`config.mk`:
```
export PLATFORM = sky130hd
export DESIGN_NAME = ulc_line_ctrl
export DESIGN_NICKNAME = d
export VERILOG_FILES = /design/src/rtl/ulc_pkg.sv /design/src/rtl/ulc_ctrl_if.sv /design/src/rtl/ulc_ctrl_reg.sv /design/src/rtl/ulc_line_ctrl.sv
export SDC_FILE = /design/constraint.sdc
export NUM_CORES = 1
export LEC_CHECK = 0
export CAP_MARGIN = 15
export CORE_UTILIZATION = 45
export DETAILED_ROUTE_END_ITERATION = 16
export DONT_BUFFER_PORTS = 1
export PLACE_DENSITY = 0.69
export SLEW_MARGIN = 0
export SYNTH_ARGS = -nofsm -noshare
export SYNTH_HDL_FRONTEND = slang
export SYNTH_SLANG_ARGS = --single-unit
```
`constraint.sdc`:
```
create_clock -name clk -period 1.4 [get_ports clk]
set_input_delay 0.07 -clock clk [delete_from_list [all_inputs] [get_ports clk]]
set_output_delay 0.07 -clock clk [all_outputs]
set_load 0.02 [all_outputs]
```
`src/rtl/ulc_pkg.sv`:
```
package ulc_pkg;
   // ***************************************************
   // line format control register layout
   // ***************************************************
   localparam int        CTRL_W      = 8;
   localparam logic [7:0] CTRL_RESET = 8'h00;
   localparam int        BIT_NOPAR   = 0;
   localparam int        BIT_EVEN    = 1;
   localparam int        BIT_STOP    = 2;
   localparam int        BIT_WLS_LO  = 3;
   localparam int        BIT_WLS_HI  = 4;
   localparam int        BIT_IRQEN   = 5;
   localparam int        BIT_BRK     = 6;
   localparam int        BIT_TXREQ   = 7;

   // ***************************************************
   // status register layout
   // ***************************************************
   localparam int        ST_RXRDY    = 0;
   localparam int        ST_OE       = 1;
   localparam int        ST_PARERR   = 2;
   localparam int        ST_FE       = 3;
   localparam int        ST_LEVEL    = 4;
   localparam int        ST_EDGE     = 5;
   localparam int        ST_SHEMPTY  = 6;
   localparam int        ST_HEMPTY   = 7;
   localparam logic [7:0] BUS_IDLE   = 8'h00;

   // ***************************************************
   // word format encodings
   // ***************************************************
   localparam logic [3:0] DATA_BITS_MIN = 4'h5;
   localparam logic [2:0] STOP_HALF_1   = 3'h2;
   localparam logic [2:0] STOP_HALF_1P5 = 3'h3;
   localparam logic [2:0] STOP_HALF_2   = 3'h4;

   typedef logic [CTRL_W-1:0] ulc_byte_type;

   // data bits per word from the two length select bits
   function automatic logic [3:0] ulcDataBits(input logic [1:0] wls);
      ulcDataBits = DATA_BITS_MIN + {2'h0, wls};
   endfunction

   // stop length in half bit times
   function automatic logic [2:0] ulcStopHalves(input logic [1:0] wls, input logic stopSel);
      if (!stopSel)
         ulcStopHalves = STOP_HALF_1;
      else if (wls == 2'h0)
         ulcStopHalves = STOP_HALF_1P5;
      else
         ulcStopHalves = STOP_HALF_2;
   endfunction
endpackage

```
`src/rtl/ulc_ctrl_if.sv`:
```
interface ulc_ctrl_if;
   ulc_pkg::ulc_byte_type ctrl;
   logic                  reqRise;
   modport owner (output ctrl, output reqRise);
   modport user  (input ctrl, input reqRise);
endinterface

```
`src/rtl/ulc_ctrl_reg.sv`:
```
module ulc_ctrl_reg
(
   input  wire logic                  clk,
   input  wire logic                  reset,
   input  wire logic                  clearN,
   input  wire logic                  writeCtrl,
   input  wire ulc_pkg::ulc_byte_type txBus,
   ulc_ctrl_if.owner                  ctrlIf
);
   import ulc_pkg::*;

   ulc_byte_type ctrl_ff;
   logic         reqRise_ff;

   // ***************************************************
   // control register
   // ***************************************************
   // clear resets format
   always_ff @(posedge clk or posedge reset)
   begin
      if (reset)
         ctrl_ff <= CTRL_RESET;
      else if (!clearN)
         ctrl_ff <= CTRL_RESET;
      else if (writeCtrl && txBus[BIT_TXREQ])
         ctrl_ff[BIT_TXREQ] <= 1'b1;
      else if (writeCtrl)
         ctrl_ff <= txBus;
   end

   // one pulse when the request bit goes from low to high
   always_ff @(posedge clk or posedge reset)
   begin
      if (reset)
         reqRise_ff <= 1'b0;
      else
         reqRise_ff <= clearN && writeCtrl && txBus[BIT_TXREQ] && !ctrl_ff[BIT_TXREQ];
   end

   assign ctrlIf.ctrl    = ctrl_ff;
   assign ctrlIf.reqRise = reqRise_ff;

   property p_keepFormat;
      @(posedge clk) disable iff (reset)
      clearN && writeCtrl && txBus[BIT_TXREQ]
         |=> ctrl_ff[BIT_BRK:BIT_NOPAR] == $past(ctrl_ff[BIT_BRK:BIT_NOPAR]);
   endproperty
   a_keepFormat: assert property (p_keepFormat) else $error("format changed by request write");

   property p_clearCtrl;
      @(posedge clk) disable iff (reset)
      !clearN |=> ctrl_ff == CTRL_RESET && !reqRise_ff;
   endproperty
   a_clearCtrl: assert property (p_clearCtrl) else $error("clear did not reset control");
endmodule

```
`src/rtl/ulc_line_ctrl.sv`:
```
// Behaviour
// - request bit high drives the request-to-send output low.
// - setting the request bit raises the initial holding-empty interrupt.
// - a write with request bit high leaves other control bits unchanged.
// - external status input level is latched into a readable status bit.
// - falling edge on peripheral status input sets status bit and interrupts.
// - parity inhibit disables parity and holds parity error status low.
// - with parity inhibited stop bits follow data; even select ignored.
// - even parity select chooses even when high, odd when low.
// - length bits pick 5 to 8 data bits; stop select picks stop length.
// - interrupt enable gates all interrupt sources onto the output.
// - break bit forces the serial output low.
// - after break clears, output stays low until clear, CTS high or word sent.
// - control write needs strobe, chip select, register select high, write.
// - clear resets control and status and sets serial output high.
// - peripheral status bit is status bit 5 and pulls interrupt low.
module ulc_line_ctrl
(
   input  wire logic                  clk,
   input  wire logic                  reset,
   input  wire logic                  clearN,
   input  wire logic                  chipSelect,
   input  wire logic                  registerSelect,
   input  wire logic                  readNotWrite,
   input  wire logic                  busWriteStrobe,
   input  wire ulc_pkg::ulc_byte_type txBus,
   output logic [ulc_pkg::CTRL_W-1:0] rxBus,
   output logic                       rxBusOe,
   input  wire logic                  ctsN,
   input  wire logic                  extLevelStatusN,
   input  wire logic                  periphEdgeStatusIrq,
   input  wire logic                  txHoldingEmpty,
   input  wire logic                  txShiftEmpty,
   input  wire logic                  txWordDone,
   input  wire logic                  txSerialData,
   input  wire logic                  rxDataAvailable,
   input  wire logic                  rxOverrun,
   input  wire logic                  rxParityError,
   input  wire logic                  rxFramingError,
   output logic                       rtsN,
   output logic                       serialOut,
   output logic                       intN,
   output logic                       parityEnable,
   output logic                       evenParity,
   output logic [3:0]                 dataBits,
   output logic [2:0]                 stopHalves
);
   import ulc_pkg::*;

   ulc_ctrl_if   ctrlBus ();
   ulc_byte_type ctrl;
   ulc_byte_type statusWord;
   logic         strobeLast_ff;
   logic         writeStart;
   logic         writeCtrl;
   logic         writeHolding;
   logic         readStatusStart;
   logic         edgeLast_ff;
   logic         ctsLast_ff;
   logic         holdLast_ff;
   logic         edgeFlag_ff;
   logic         ctsFlag_ff;
   logic         levelFlag_ff;
   logic         holdFlag_ff;
   logic         breakHold_ff;
   logic         irqPending;
   ulc_byte_type rxBus_ff;
   logic         rxBusOe_ff;
   logic         rtsN_ff;
   logic         serialOut_ff;
   logic         intN_ff;
   logic         parityEnable_ff;
   logic         evenParity_ff;
   logic [3:0]   dataBits_ff;
   logic [2:0]   stopHalves_ff;

   // ***************************************************
   // bus decode
   // ***************************************************
   // act once, on the first cycle of the strobe, so a long strobe
   // cannot see its own request bit and mistake a second rise
   always_ff @(posedge clk or posedge reset)
   begin
      if (reset)
         strobeLast_ff <= 1'b0;
      else
         strobeLast_ff <= busWriteStrobe;
   end

   assign writeStart      = busWriteStrobe && !strobeLast_ff && chipSelect;
   assign writeCtrl       = writeStart && registerSelect && !readNotWrite;
   assign writeHolding    = writeStart && !registerSelect && !readNotWrite;
   assign readStatusStart = writeStart && registerSelect && readNotWrite;

   ulc_ctrl_reg u_ctrlReg
   (
      .clk       (clk),
      .reset     (reset),
      .clearN    (clearN),
      .writeCtrl (writeCtrl),
      .txBus     (txBus),
      .ctrlIf    (ctrlBus.owner)
   );

   assign ctrl = ctrlBus.ctrl;

   // ***************************************************
   // peripheral status capture
   // ***************************************************
   // edge history of the peripheral inputs
   always_ff @(posedge clk or posedge reset)
   begin
      if (reset)
      begin
         edgeLast_ff <= 1'b1;
         ctsLast_ff  <= 1'b1;
         holdLast_ff <= 1'b0;
      end
      else
      begin
         edgeLast_ff <= periphEdgeStatusIrq;
         ctsLast_ff  <= ctsN;
         holdLast_ff <= txHoldingEmpty;
      end
   end

   always_ff @(posedge clk or posedge reset)
   begin
      if (reset)
         levelFlag_ff <= 1'b0;
      else
         levelFlag_ff <= clearN && !extLevelStatusN;
   end

   // falling edge flag; set wins over the status read clear
   always_ff @(posedge clk or posedge reset)
   begin
      if (reset)
         edgeFlag_ff <= 1'b0;
      else if (!clearN)
         edgeFlag_ff <= 1'b0;
      else if (edgeLast_ff && !periphEdgeStatusIrq)
         edgeFlag_ff <= 1'b1;
      else if (readStatusStart)
         edgeFlag_ff <= 1'b0;
   end

   always_ff @(posedge clk or posedge reset)
   begin
      if (reset)
         ctsFlag_ff <= 1'b0;
      else if (!clearN)
         ctsFlag_ff <= 1'b0;
      else if (ctsLast_ff && !ctsN)
         ctsFlag_ff <= 1'b1;
      else if (readStatusStart)
         ctsFlag_ff <= 1'b0;
   end

   always_ff @(posedge clk or posedge reset)
   begin
      if (reset)
         holdFlag_ff <= 1'b0;
      else if (!clearN)
         holdFlag_ff <= 1'b0;
      else if (ctrlBus.reqRise || (txHoldingEmpty && !holdLast_ff))
         holdFlag_ff <= 1'b1;
      else if (writeHolding)
         holdFlag_ff <= 1'b0;
   end

   // ***************************************************
   // status read
   // ***************************************************
   // parity error held low while parity is inhibited
   always_comb
   begin
      statusWord          = BUS_IDLE;
      statusWord[ST_RXRDY]   = rxDataAvailable;
      statusWord[ST_OE]      = rxOverrun;
      statusWord[ST_PARERR]  = rxParityError && !ctrl[BIT_NOPAR];
      statusWord[ST_FE]      = rxFramingError;
      statusWord[ST_LEVEL]   = levelFlag_ff;
      statusWord[ST_EDGE]    = edgeFlag_ff;
      statusWord[ST_SHEMPTY] = txShiftEmpty;
      statusWord[ST_HEMPTY]  = txHoldingEmpty;
   end

   // receive data lives in the receiver; this block answers idle there
   always_ff @(posedge clk or posedge reset)
   begin
      if (reset)
      begin
         rxBus_ff   <= BUS_IDLE;
         rxBusOe_ff <= 1'b0;
      end
      else
      begin
         rxBus_ff   <= (chipSelect && readNotWrite && registerSelect) ? statusWord : BUS_IDLE;
         rxBusOe_ff <= chipSelect && readNotWrite;
      end
   end

   // ***************************************************
   // handshake, break and interrupt
   // ***************************************************
   // request to send
   always_ff @(posedge clk or posedge reset)
   begin
      if (reset)
         rtsN_ff <= 1'b1;
      else
         rtsN_ff <= !ctrl[BIT_TXREQ];
   end

   always_ff @(posedge clk or posedge reset)
   begin
      if (reset)
         breakHold_ff <= 1'b0;
      else if (!clearN)
         breakHold_ff <= 1'b0;
      else if (ctrl[BIT_BRK])
         breakHold_ff <= 1'b1;
      else if (ctsN || txWordDone)
         breakHold_ff <= 1'b0;
   end

   always_ff @(posedge clk or posedge reset)
   begin
      if (reset)
         serialOut_ff <= 1'b1;
      else if (!clearN)
         serialOut_ff <= 1'b1;
      else
         serialOut_ff <= !(ctrl[BIT_BRK] || breakHold_ff) && txSerialData;
   end

   assign irqPending = (holdFlag_ff && ctrl[BIT_TXREQ]) || rxDataAvailable
                       || (txHoldingEmpty && txShiftEmpty) || ctsFlag_ff || edgeFlag_ff;

   always_ff @(posedge clk or posedge reset)
   begin
      if (reset)
         intN_ff <= 1'b1;
      else
         intN_ff <= !(ctrl[BIT_IRQEN] && irqPending);
   end

   // ***************************************************
   // word format to the shift paths
   // ***************************************************
   // inhibit drops parity slot
   always_ff @(posedge clk or posedge reset)
   begin
      if (reset)
      begin
         parityEnable_ff <= 1'b0;
         evenParity_ff   <= 1'b0;
         dataBits_ff     <= DATA_BITS_MIN;
         stopHalves_ff   <= STOP_HALF_1;
      end
      else
      begin
         parityEnable_ff <= !ctrl[BIT_NOPAR];
         evenParity_ff   <= ctrl[BIT_EVEN] && !ctrl[BIT_NOPAR];
         dataBits_ff     <= ulcDataBits(ctrl[BIT_WLS_HI:BIT_WLS_LO]);
         stopHalves_ff   <= ulcStopHalves(ctrl[BIT_WLS_HI:BIT_WLS_LO], ctrl[BIT_STOP]);
      end
   end

   assign rxBus        = rxBus_ff;
   assign rxBusOe      = rxBusOe_ff;
   assign rtsN         = rtsN_ff;
   assign serialOut    = serialOut_ff;
   assign intN         = intN_ff;
   assign parityEnable = parityEnable_ff;
   assign evenParity   = evenParity_ff;
   assign dataBits     = dataBits_ff;
   assign stopHalves   = stopHalves_ff;

   // ***************************************************
   // checks
   // ***************************************************
   property p_rts;
      @(posedge clk) disable iff (reset)
      ctrl[BIT_TXREQ] |=> !rtsN_ff;
   endproperty
   a_rts: assert property (p_rts) else $error("request-to-send not low");

   property p_initHold;
      @(posedge clk) disable iff (reset)
      clearN && ctrlBus.reqRise ##1 clearN && ctrl[BIT_IRQEN] |=> !intN_ff;
   endproperty
   a_initHold: assert property (p_initHold) else $error("no initial holding-empty irq");

   property p_levelLatch;
      @(posedge clk) disable iff (reset)
      clearN |=> levelFlag_ff == !$past(extLevelStatusN);
   endproperty
   a_levelLatch: assert property (p_levelLatch) else $error("level status not latched");

   property p_edgeIrq;
      @(posedge clk) disable iff (reset)
      clearN && edgeLast_ff && !periphEdgeStatusIrq ##1 clearN && ctrl[BIT_IRQEN] |=> !intN_ff;
   endproperty
   a_edgeIrq: assert property (p_edgeIrq) else $error("status edge lost");

   property p_parErrHeld;
      @(posedge clk) disable iff (reset)
      chipSelect && readNotWrite && registerSelect && ctrl[BIT_NOPAR] |=> !rxBus_ff[ST_PARERR];
   endproperty
   a_parErrHeld: assert property (p_parErrHeld) else $error("parity error shown while inhibited");

   property p_noParity;
      @(posedge clk) disable iff (reset)
      ctrl[BIT_NOPAR] |=> !parityEnable_ff && !evenParity_ff;
   endproperty
   a_noParity: assert property (p_noParity) else $error("parity slot while inhibited");

   property p_evenSel;
      @(posedge clk) disable iff (reset)
      !ctrl[BIT_NOPAR] |=> evenParity_ff == $past(ctrl[BIT_EVEN]);
   endproperty
   a_evenSel: assert property (p_evenSel) else $error("parity sense wrong");

   property p_format;
      @(posedge clk) disable iff (reset)
      1'b1 |=> stopHalves_ff == ulcStopHalves($past(ctrl[BIT_WLS_HI:BIT_WLS_LO]), $past(ctrl[BIT_STOP]))
               && dataBits_ff == ulcDataBits($past(ctrl[BIT_WLS_HI:BIT_WLS_LO]));
   endproperty
   a_format: assert property (p_format) else $error("word format decode wrong");

   property p_ieGate;
      @(posedge clk) disable iff (reset)
      !ctrl[BIT_IRQEN] |=> intN_ff;
   endproperty
   a_ieGate: assert property (p_ieGate) else $error("irq while disabled");

   property p_break;
      @(posedge clk) disable iff (reset)
      clearN && ctrl[BIT_BRK] |=> !serialOut_ff;
   endproperty
   a_break: assert property (p_break) else $error("line not held low in break");

   property p_breakHold;
      @(posedge clk) disable iff (reset)
      clearN && breakHold_ff |=> !serialOut_ff;
   endproperty
   a_breakHold: assert property (p_breakHold) else $error("break released early");

   property p_clearLine;
      @(posedge clk) disable iff (reset)
      !clearN |=> serialOut_ff && !breakHold_ff && !edgeFlag_ff;
   endproperty
   a_clearLine: assert property (p_clearLine) else $error("clear did not idle line");

   property p_irqAny;
      @(posedge clk) disable iff (reset)
      ctrl[BIT_IRQEN] && irqPending |=> !intN_ff;
   endproperty
   a_irqAny: assert property (p_irqAny) else $error("pending irq not shown");
endmodule

```
# Yosys cells after proc, flatten, opt, wreduce, memory -nomap -nowiden
# Cells that the tools add are included.
# classes
add_sub_neg	1
n_mul	0
div	0
magnitude_cmp	0
n_eq_ne	7
shifts	0
mux	19
n_bitwise	0
reduce_logical	43
# ops
operator	n
$mux 8	3
$logic_and 1x1->1	23
$ne 3x1->1 const B	5
$mux 1	13
$logic_not 1->1	11
$logic_or 1x1->1	7
$mux 7	1
$mux 3	2
$add 3x2->4 const A	1
$logic_not 2->1	1
$ne 2x1->1 const B	1
$ne 2x2->1 const B	1
$reduce_and 2->1	1
# word_totals
regBits	39
latchBits	0
ram_bits	0
mem_bits_ro	0
input_bits	26
output_inout_bits	21
word_cells	91
mem_count	0

# Logic depth before layout (Yosys ltp)
# Gate-level depths: netlist of the first run.
# depth
depth_word	8
depth_mapped	4
depth_no_buf	4

# Modules after synthesis
# Synthesis of the first run repeated with hierarchy kept, for this count alone.
# unflattened
cells_unflattened	112
area_unflattened_um2	1458.9
# by_module_without_submodules
module	n_inst	cells_per_inst	area_each_um2	seq_area_each_um2
ulc_line_ctrl	1	75	1043.5	760.7
ulc_ctrl_reg	1	37	415.4	225.2

# Worst setup path before layout of the first run
# Ideal clock, no wire load.
# synth_path
path_kind	reg-to-reg
startpoint	register strobeLast_ff
endpoint	register u_ctrlReg.ctrl_ff[0] (netlist: u_ctrlReg.ctrlIf.ctrl[0])
setup_ns	0.079
arrival_time_ns	1.083
required_time_ns	1.321
setup_slack_ns	0.238
stages_incl_launch_ff	4
n_path_buf	0
period_less_slack_ns	1.162
path_cell_list	dfrtp_1 > nand4bb_4 > nor3_4 > mux2i_1
# synth_between
elab_chain_len	8
word_cells_on_any_way	9
classes_between	2 x eq/ne; 7 x reduce/logical
# synth_lines
item	line	text
start: declaration	ulc_line_ctrl.sv:53	logic strobeLast_ff;
start signal: assignment	ulc_line_ctrl.sv:87	strobeLast_ff <= busWriteStrobe;
$logic_not 1->1 *	ulc_line_ctrl.sv:90	assign writeStart = busWriteStrobe && !strobeLast_ff && chipSelect;
$logic_and 1x1->1 * (2 in a row)	ulc_line_ctrl.sv:90	
$logic_and 1x1->1 * (2 in a row)	ulc_line_ctrl.sv:91	assign writeCtrl = writeStart && registerSelect && !readNotWrite;
$logic_and 1x1->1	ulc_ctrl_reg.sv:25	else if (writeCtrl && txBus[BIT_TXREQ])
$ne 2x2->1 (no line)	n/a	
$reduce_and 2->1 (no line) *	n/a	
end signal: assignment	ulc_ctrl_reg.sv:28	ctrl_ff <= txBus;
end: declaration	ulc_ctrl_reg.sv:12	ulc_byte_type ctrl_ff;
# Mark *: on every way between the ends. The rest lies on a longest branch, timed or not.
# A chain may end at the register's enable or synchronous reset.

# Final worst setup path of the first run
# Same ends and word-level chain as after synthesis.

==> results of run 1 <==
==> final timing paths <==
| check | cells after the start | end |
|---|---|---|
| min in group asynchronous | 3 | stopHalves[0] |
| worst min-delay path | 3 | u_ctrlReg.ctrlIf.reqRise |
| max in group asynchronous | 3 | ctsLast_ff |
| worst min register to register | 1 | intN |
| worst max register to register | 3 | u_ctrlReg.ctrlIf.ctrl[0] |
| worst max-delay path | 3 | u_ctrlReg.ctrlIf.ctrl[0] |
==> power groups by stage <==
stage | clock, mW | combinational, mW | sequential, mW
after floorplan | 0 | 0.0611 | 1.20
after global placement | 0 | 0.0669 | 1.20
after detailed placement | 0 | 0.0708 | 1.20
after CTS | 0.660 | 0.139 | 1.18
after global routing | 0.703 | 0.150 | 1.18
final | 0.636 | 0.136 | 1.18
==> sequential cells by signal, indices dropped and copies added, names as in the netlist, 3 cells and up <==
| signal | count |
|---|---|
| stopHalves | 3 |
| rxBus | 8 |
| dataBits | 4 |
| u_ctrlReg.ctrlIf.ctrl | 8 |
==> through the flow <==
stage / worst slack, ns / instances / util / instance area [sq um] / power (mW)
finish: 0.1023 / 189 / 0.5967 / 1822 / 1.953
floorplan: 0.2380 / 113 / - / 1448 / 1.259
detailed placement: 0.09917 / 156 / 0.4922 / 1503 / 1.272
global route: 0.006936 / 189 / 0.5967 / 1822 / 2.038
global placement: 0.1642 / 156 / 0.4922 / 1503 / 1.267
CTS: 0.06918 / 189 / 0.5967 / 1822 / 1.979
==> cell usage in the layout, fill, tap and decap left out <==
cell,synthesis,final
o41ai_1,1,1
nand2b_1,3,3
nand2_1,18,18
nor3_1,1,1
and2_1,8,8
a21oi_1,2,2
nor3_4,1,1
and2_2,1,1
dlygate4sd3_1,0,25
mux2i_1,8,8
and3_1,1,1
clkbuf_1,2,1
nand4bb_4,1,1
dfstp_2,8,8
clkbuf_8,0,2
or2_2,1,1
ha_1,2,2
nor2b_1,4,4
dfrtp_1,31,31
buf_4,0,1
nand3_1,1,1
clkbuf_4,0,5
o21ai_0,3,3
nor2_1,2,2
a21boi_0,3,3
a22o_1,1,1
inv_1,9,9
and3_2,1,1
==> worst reg2reg max path, cell delays in order, from the launching register on <==
cell and delay (ns):
dfrtp_1 0.38, nand4bb_4 0.21, nor3_4 0.39, mux2i_1 0.25
==> routing by layer <==
| layer | track usage | vias up |
|---|---|---|
| met1 | 0.1679 | 446 |
| li1 | - | 422 |
| met5 | 0 | - |
| met3 | 0.06374 | 8 |
| met4 | 0.08163 | 0 |
| met2 | 0.2808 | 32 |
==> cells by family after synthesis <==
group           after synthesis
buf+inv                      11
mux                           8
flops                        39
fa+ha+maj                     2
simple gates                 43
compound gates               10
==> Yosys cell counts (all sizes together), types with 3 or more instances <==
| library cell | number | area (sq um) |
|---|---|---|
| dfstp | 8 | 210.2 |
| o21ai | 3 | 15.01 |
| inv | 9 | 33.78 |
| and2 | 9 | 57.56 |
| mux2i | 8 | 80.08 |
| nor2b | 4 | 25.02 |
| a21boi | 3 | 22.52 |
| nand2 | 18 | 67.56 |
| nand2b | 3 | 18.77 |
| dfrtp | 31 | 775.7 |
==> timing repair <==
| action | CTS | global route |
|---|---|---|
| endpoints found under the hold margin | 58 | 0 |
| gates resized for setup | 0 | 0 |
| buffers inserted | 0 | 0 |
| setup endpoints to repair | 0 | 0 |
| hold buffers | 25 | 0 |
==> area by class of cell <==
class,count,area share
sequential,39,0.5412
timing repair buffer,26,0.1415
tap,44,0.03022
clock buffer,8,0.03777
multi-input combinational,63,0.2308
inverter,9,0.01854
==> flow_metrics.tcl, run 1 <==
set metrics [dict create \
    core_sq_um 3053 \
    max-cap-violations 0 \
    synth_area_per_cell_sq_um 12.81 \
    io-pin-count 47 \
    cts-buffers-inserted 5 \
    switching_share 0.2192 \
    synth-async-reset-ratio 1.000 \
    synth-xor-area-share 0 \
    final_nets 172 \
    worst_pin_slew_ns 0.7271 \
    die_y_um 58.72 \
    cp_cell_sequence "nand4bb_4 -> nor3_4 -> mux2i_1" \
    port_buffers 0 \
    die_w_um 58.72 \
    cts_root_buf "clkbuf_4" \
    cts_tree "built" \
    outcome "completed" \
    gp_congestion 0.6658 \
    setup_viol 0 \
    vdd_drop_max_mv 0.6879 \
    drc_errors 0 \
    grtUsageTotal 0.1614 \
    cp_data_arrival_time_ns 1.56 \
    power.density_nw_per_um2 1072 \
    critical_path.slowest_cell "dfrtp_1" \
    ys_seq_elements 39 \
    grt_max_degree 40 \
    worstSkewPairLatency_ns 0.34 \
    yosysUniqueCellTypes 24 \
    clk_path_buf_depth 2 \
    syn2layout_area_growth_pct 25.84 \
    fin_setup_tns_ns 0 \
    synth_compound_area_frac 0.04494 \
    yosys_most_used_dff "dfrtp_1" \
    synthCells 113 \
    min_period_ns 1.298 \
    synth_top_family_by_area "simple AND/OR/NAND/NOR gates" \
    synthesis.area_sq_um 1448 \
    cp-start-kind "flip-flop" \
    finalMaxSlewViolations 0 \
    clock-sinks 39 \
    grt_pass1_wl_um 3953 \
    initial_core_util 0.4742 \
    crit_path_max_fanout 7 \
    wl_per_cell_um 13.39 \
    regArea_sq_um 985.9 \
    p_sw_mw 0.4280 \
    multi_input_area_sq_um 420.4 \
    hp-start "chipSelect" \
    slowest_delay_ns 0.38 \
    crit_family "simple AND/OR/NAND/NOR gates" \
    fillerInstances 270 \
    synth-edff-count 0 \
    grt_pass1_vias 927 \
    cts_max_level 2 \
    r2r_setup_slack_ns 0.10 \
    antenna_left 0 \
    vias 908 \
    synthesis.nets 141 \
    p_int_mw 1.525 \
    r2r_start "strobeLast_ff" \
    dp_hpwl_um 1633 \
    fin_crit_sh 0.9269 \
    rsz0062_at_grt "false" \
    drt_iter0_drc 24 \
    max_freq_ghz 0.7706 \
    n_antenna_cell 0 \
    slew_headroom 0.5136 \
    seq_area_frac_synth 0.6811 \
    clkPwrFrac 0.326 \
    synth_mux_area_frac 0.05532 \
    drive_gt1_frac 0.1448 \
    rows 20 \
    hold_slack_ns 0.01949 \
    top_layer "met4" \
    critPathRequiredTime_ns 1.66 \
    postRouteWirelength_um 2530 \
    vias_per_cell 4.804 \
    wl_met2_um 1328 \
    wl_met1_um 999 \
    yosys.area_share.simple 0.1729 \
    path_clk_slew_ns 0.10 \
    synth_fa_ha_area_frac 0.01729 \
    skew_ns 0.005525 \
    antenna_found_initial 0 \
    yosysWarnings 0 \
    crit_type "reg2reg" \
    hold_violations 0 \
    cp-startpoint "strobeLast_ff" \
    dieArea_sq_um 3448 \
    critPathBufInv 0 \
    wl_met3_um 135 \
    p_leak_nw 0.8215 \
    seq_power_share 0.605 \
    min_path_type "in2reg" \
    gr-total-overflow 0 \
    endpoint_kind "flip-flop" \
    first_pass_iters 4 \
    pwr-share-comb 0.069 \
]
(Power assumes the default switching activity.)
==> run 2, diff against run 1 <==
--- a/config.mk
+++ b/config.mk
@@ -6,7 +6,9 @@
 export NUM_CORES = 1
 export LEC_CHECK = 0
 export CAP_MARGIN = 15
+export CORE_ASPECT_RATIO = 1.2
 export CORE_UTILIZATION = 45
+export CTS_BUF_LIST = sky130_fd_sc_hd__clkbuf_2 sky130_fd_sc_hd__clkbuf_4 sky130_fd_sc_hd__clkbuf_8
 export DETAILED_ROUTE_END_ITERATION = 16
 export DONT_BUFFER_PORTS = 1
 export PLACE_DENSITY = 0.69
==> run 2 against run 1 <==
Die area about the same. Utilization up 0.40 points. Non-clock buffer count up 1. Clock-buffer cell count unchanged. Design area up 0.76%. Global-route usage up 0.70 points. First-iteration DRC count down 17%. Maximum frequency up 1.2%. Clock skew down 0.00097 ns. Cell count down 3.7%. Worst hold slack worse by 0.0044 ns. Routed wire length down 4.3%. Largest cell class unchanged. Highest routed layer unchanged.
==> flow_metrics.tcl, run 2 (synthesis gave the netlist of run 1 again) <==
set metrics [dict create \
    worst_pin_slew_ns 0.6778 \
    drt_iter0_drc 20 \
    cts_root_buf "clkbuf_4" \
    gr-total-overflow 0 \
    antenna_found_initial 0 \
    worstSkewPairLatency_ns 0.34 \
    first_pass_iters 4 \
    dieArea_sq_um 3449 \
    setup_ws_ns 0.1179 \
    grt_max_degree 40 \
    cts_max_level 2 \
    clock-sinks 39 \
    dp_hpwl_um 1619 \
    outcome "completed" \
    die_w_um 53.78 \
    drc_errors 0 \
    grt_pass1_vias 904 \
    n_antenna_cell 0 \
    clk_path_buf_depth 2 \
    path_clk_slew_ns 0.11 \
    hold_violations 0 \
    pre_cts_slack_ns 0.08737 \
    skew_ns 0.004553 \
    vias 898 \
    max-cap-violations 0 \
    numPlacedInstances 148 \
    die_y_um 64.13 \
    final_nets 173 \
    p_leak_nw 0.8339 \
    crit_type "reg2reg" \
    cp-start-kind "flip-flop" \
    slew_headroom 0.5467 \
    cts.repair.resized 0 \
    postRouteWirelength_um 2421 \
    drive_gt1_frac 0.1575 \
    min_path_type "in2reg" \
    vdd_drop_max_mv 0.6618 \
    core_sq_um 3055 \
    layout_common_cells "dfrtp_1, dlygate4sd3_1, nand2_1" \
    crit_path_max_fanout 7 \
    initial_core_util 0.4738 \
    max_freq_ghz 0.7799 \
    rows 22 \
    grtUsageTotal 0.1684 \
    fin_crit_sh 0.9158 \
    port_buffers 0 \
    cts_tree "built" \
    vias_per_cell 4.934 \
    wl_per_cell_um 13.30 \
    stdcell_count 182 \
    grt_pass1_wl_um 3960 \
    cts-buffers-inserted 5 \
    io-pin-count 47 \
    min_period_ns 1.282 \
    critPathRequiredTime_ns 1.66 \
    setup_viol 0 \
    endpoint_kind "flip-flop" \
    fin_setup_tns_ns 0 \
    power.density_nw_per_um2 1077 \
    layout_commonest_cell "dfrtp_1" \
    finalMaxSlewViolations 0 \
    gp_congestion 0.6430 \
    antenna_left 0 \
    syn2layout_area_growth_pct 26.79 \
    cp_data_arrival_time_ns 1.55 \
    rsz0062_at_grt "false" \
]
[run 2: cell count changes in the layout (fill, tap and decap cells not counted), sizes merged]
cell / previous run / this run
buf: 1 / 2
[run 2: critical path, stage by stage, from the launching register on]
cell	delay, ns
dfrtp_1	0.39
nand4bb_4	0.22
nor3_4	0.24
buf_12	0.15
mux2i_1	0.19
[run 2: final timing paths]
path	slack [ns]	endpoint	startpoint	cells past startpoint
max	0.12	u_ctrlReg.ctrlIf.ctrl[0]	strobeLast_ff	4
max in group asynchronous	0.77	rtsN	reset	3
max reg2reg	0.12	u_ctrlReg.ctrlIf.ctrl[0]	strobeLast_ff	4
min	0.02	u_ctrlReg.ctrlIf.reqRise	chipSelect	3
min in group asynchronous	0.27	stopHalves[0]	reset	3
min reg2reg	0.42	intN	u_ctrlReg.ctrlIf.ctrl[5]	1
[run 2: timing repair]
item	in CTS	in global routing
buffers inserted	0	1
setup endpoints to repair	0	4
hold buffers	25	0
hold endpoints to repair	58	0
[run 2: final cells by class]
| class | count | area, sq um |
|---|---|---|
| fill | 239 | 1220 |
| sequential | 39 | 985.9 |
| multi-input combinational | 63 | 420.4 |
| timing repair buffer | 27 | 277.8 |
| clock buffer | 8 | 72.57 |
| tap | 36 | 45.04 |
| inverter | 9 | 33.78 |
[run 2: layer usage]
layer | vias up | part of all wire | routed length, um | GRT usage
li1 | 427 | - | - | -
met5 | - | 0 | 0 | 0
met4 | 0 | 0.025 | 61 | 0.08882
met3 | 7 | 0.049 | 118 | 0.07143
met1 | 438 | 0.40 | 974 | 0.1828
met2 | 26 | 0.52 | 1266 | 0.2685
[run 2: where the power goes]
part / internal [mW] / switching, mW
sequential: 1.16 / 0.0242
combinational: 0.0743 / 0.0626
clock: 0.315 / 0.344
[run 2: stage by stage]
step           cell area [sq um]  utilization  hold WS, ns  total power, mW
5_1_grt                     1836       0.6007     0.005569            2.063
4_1_cts                     1815       0.5942     0.001992            1.998
6_report                    1836       0.6007      0.01513            1.976
3_3_place_gp                1493       0.4885      0.07456            1.267
3_5_place_dp                1493       0.4885      0.07457            1.271
2_1_floorplan               1448            -      0.07448            1.259
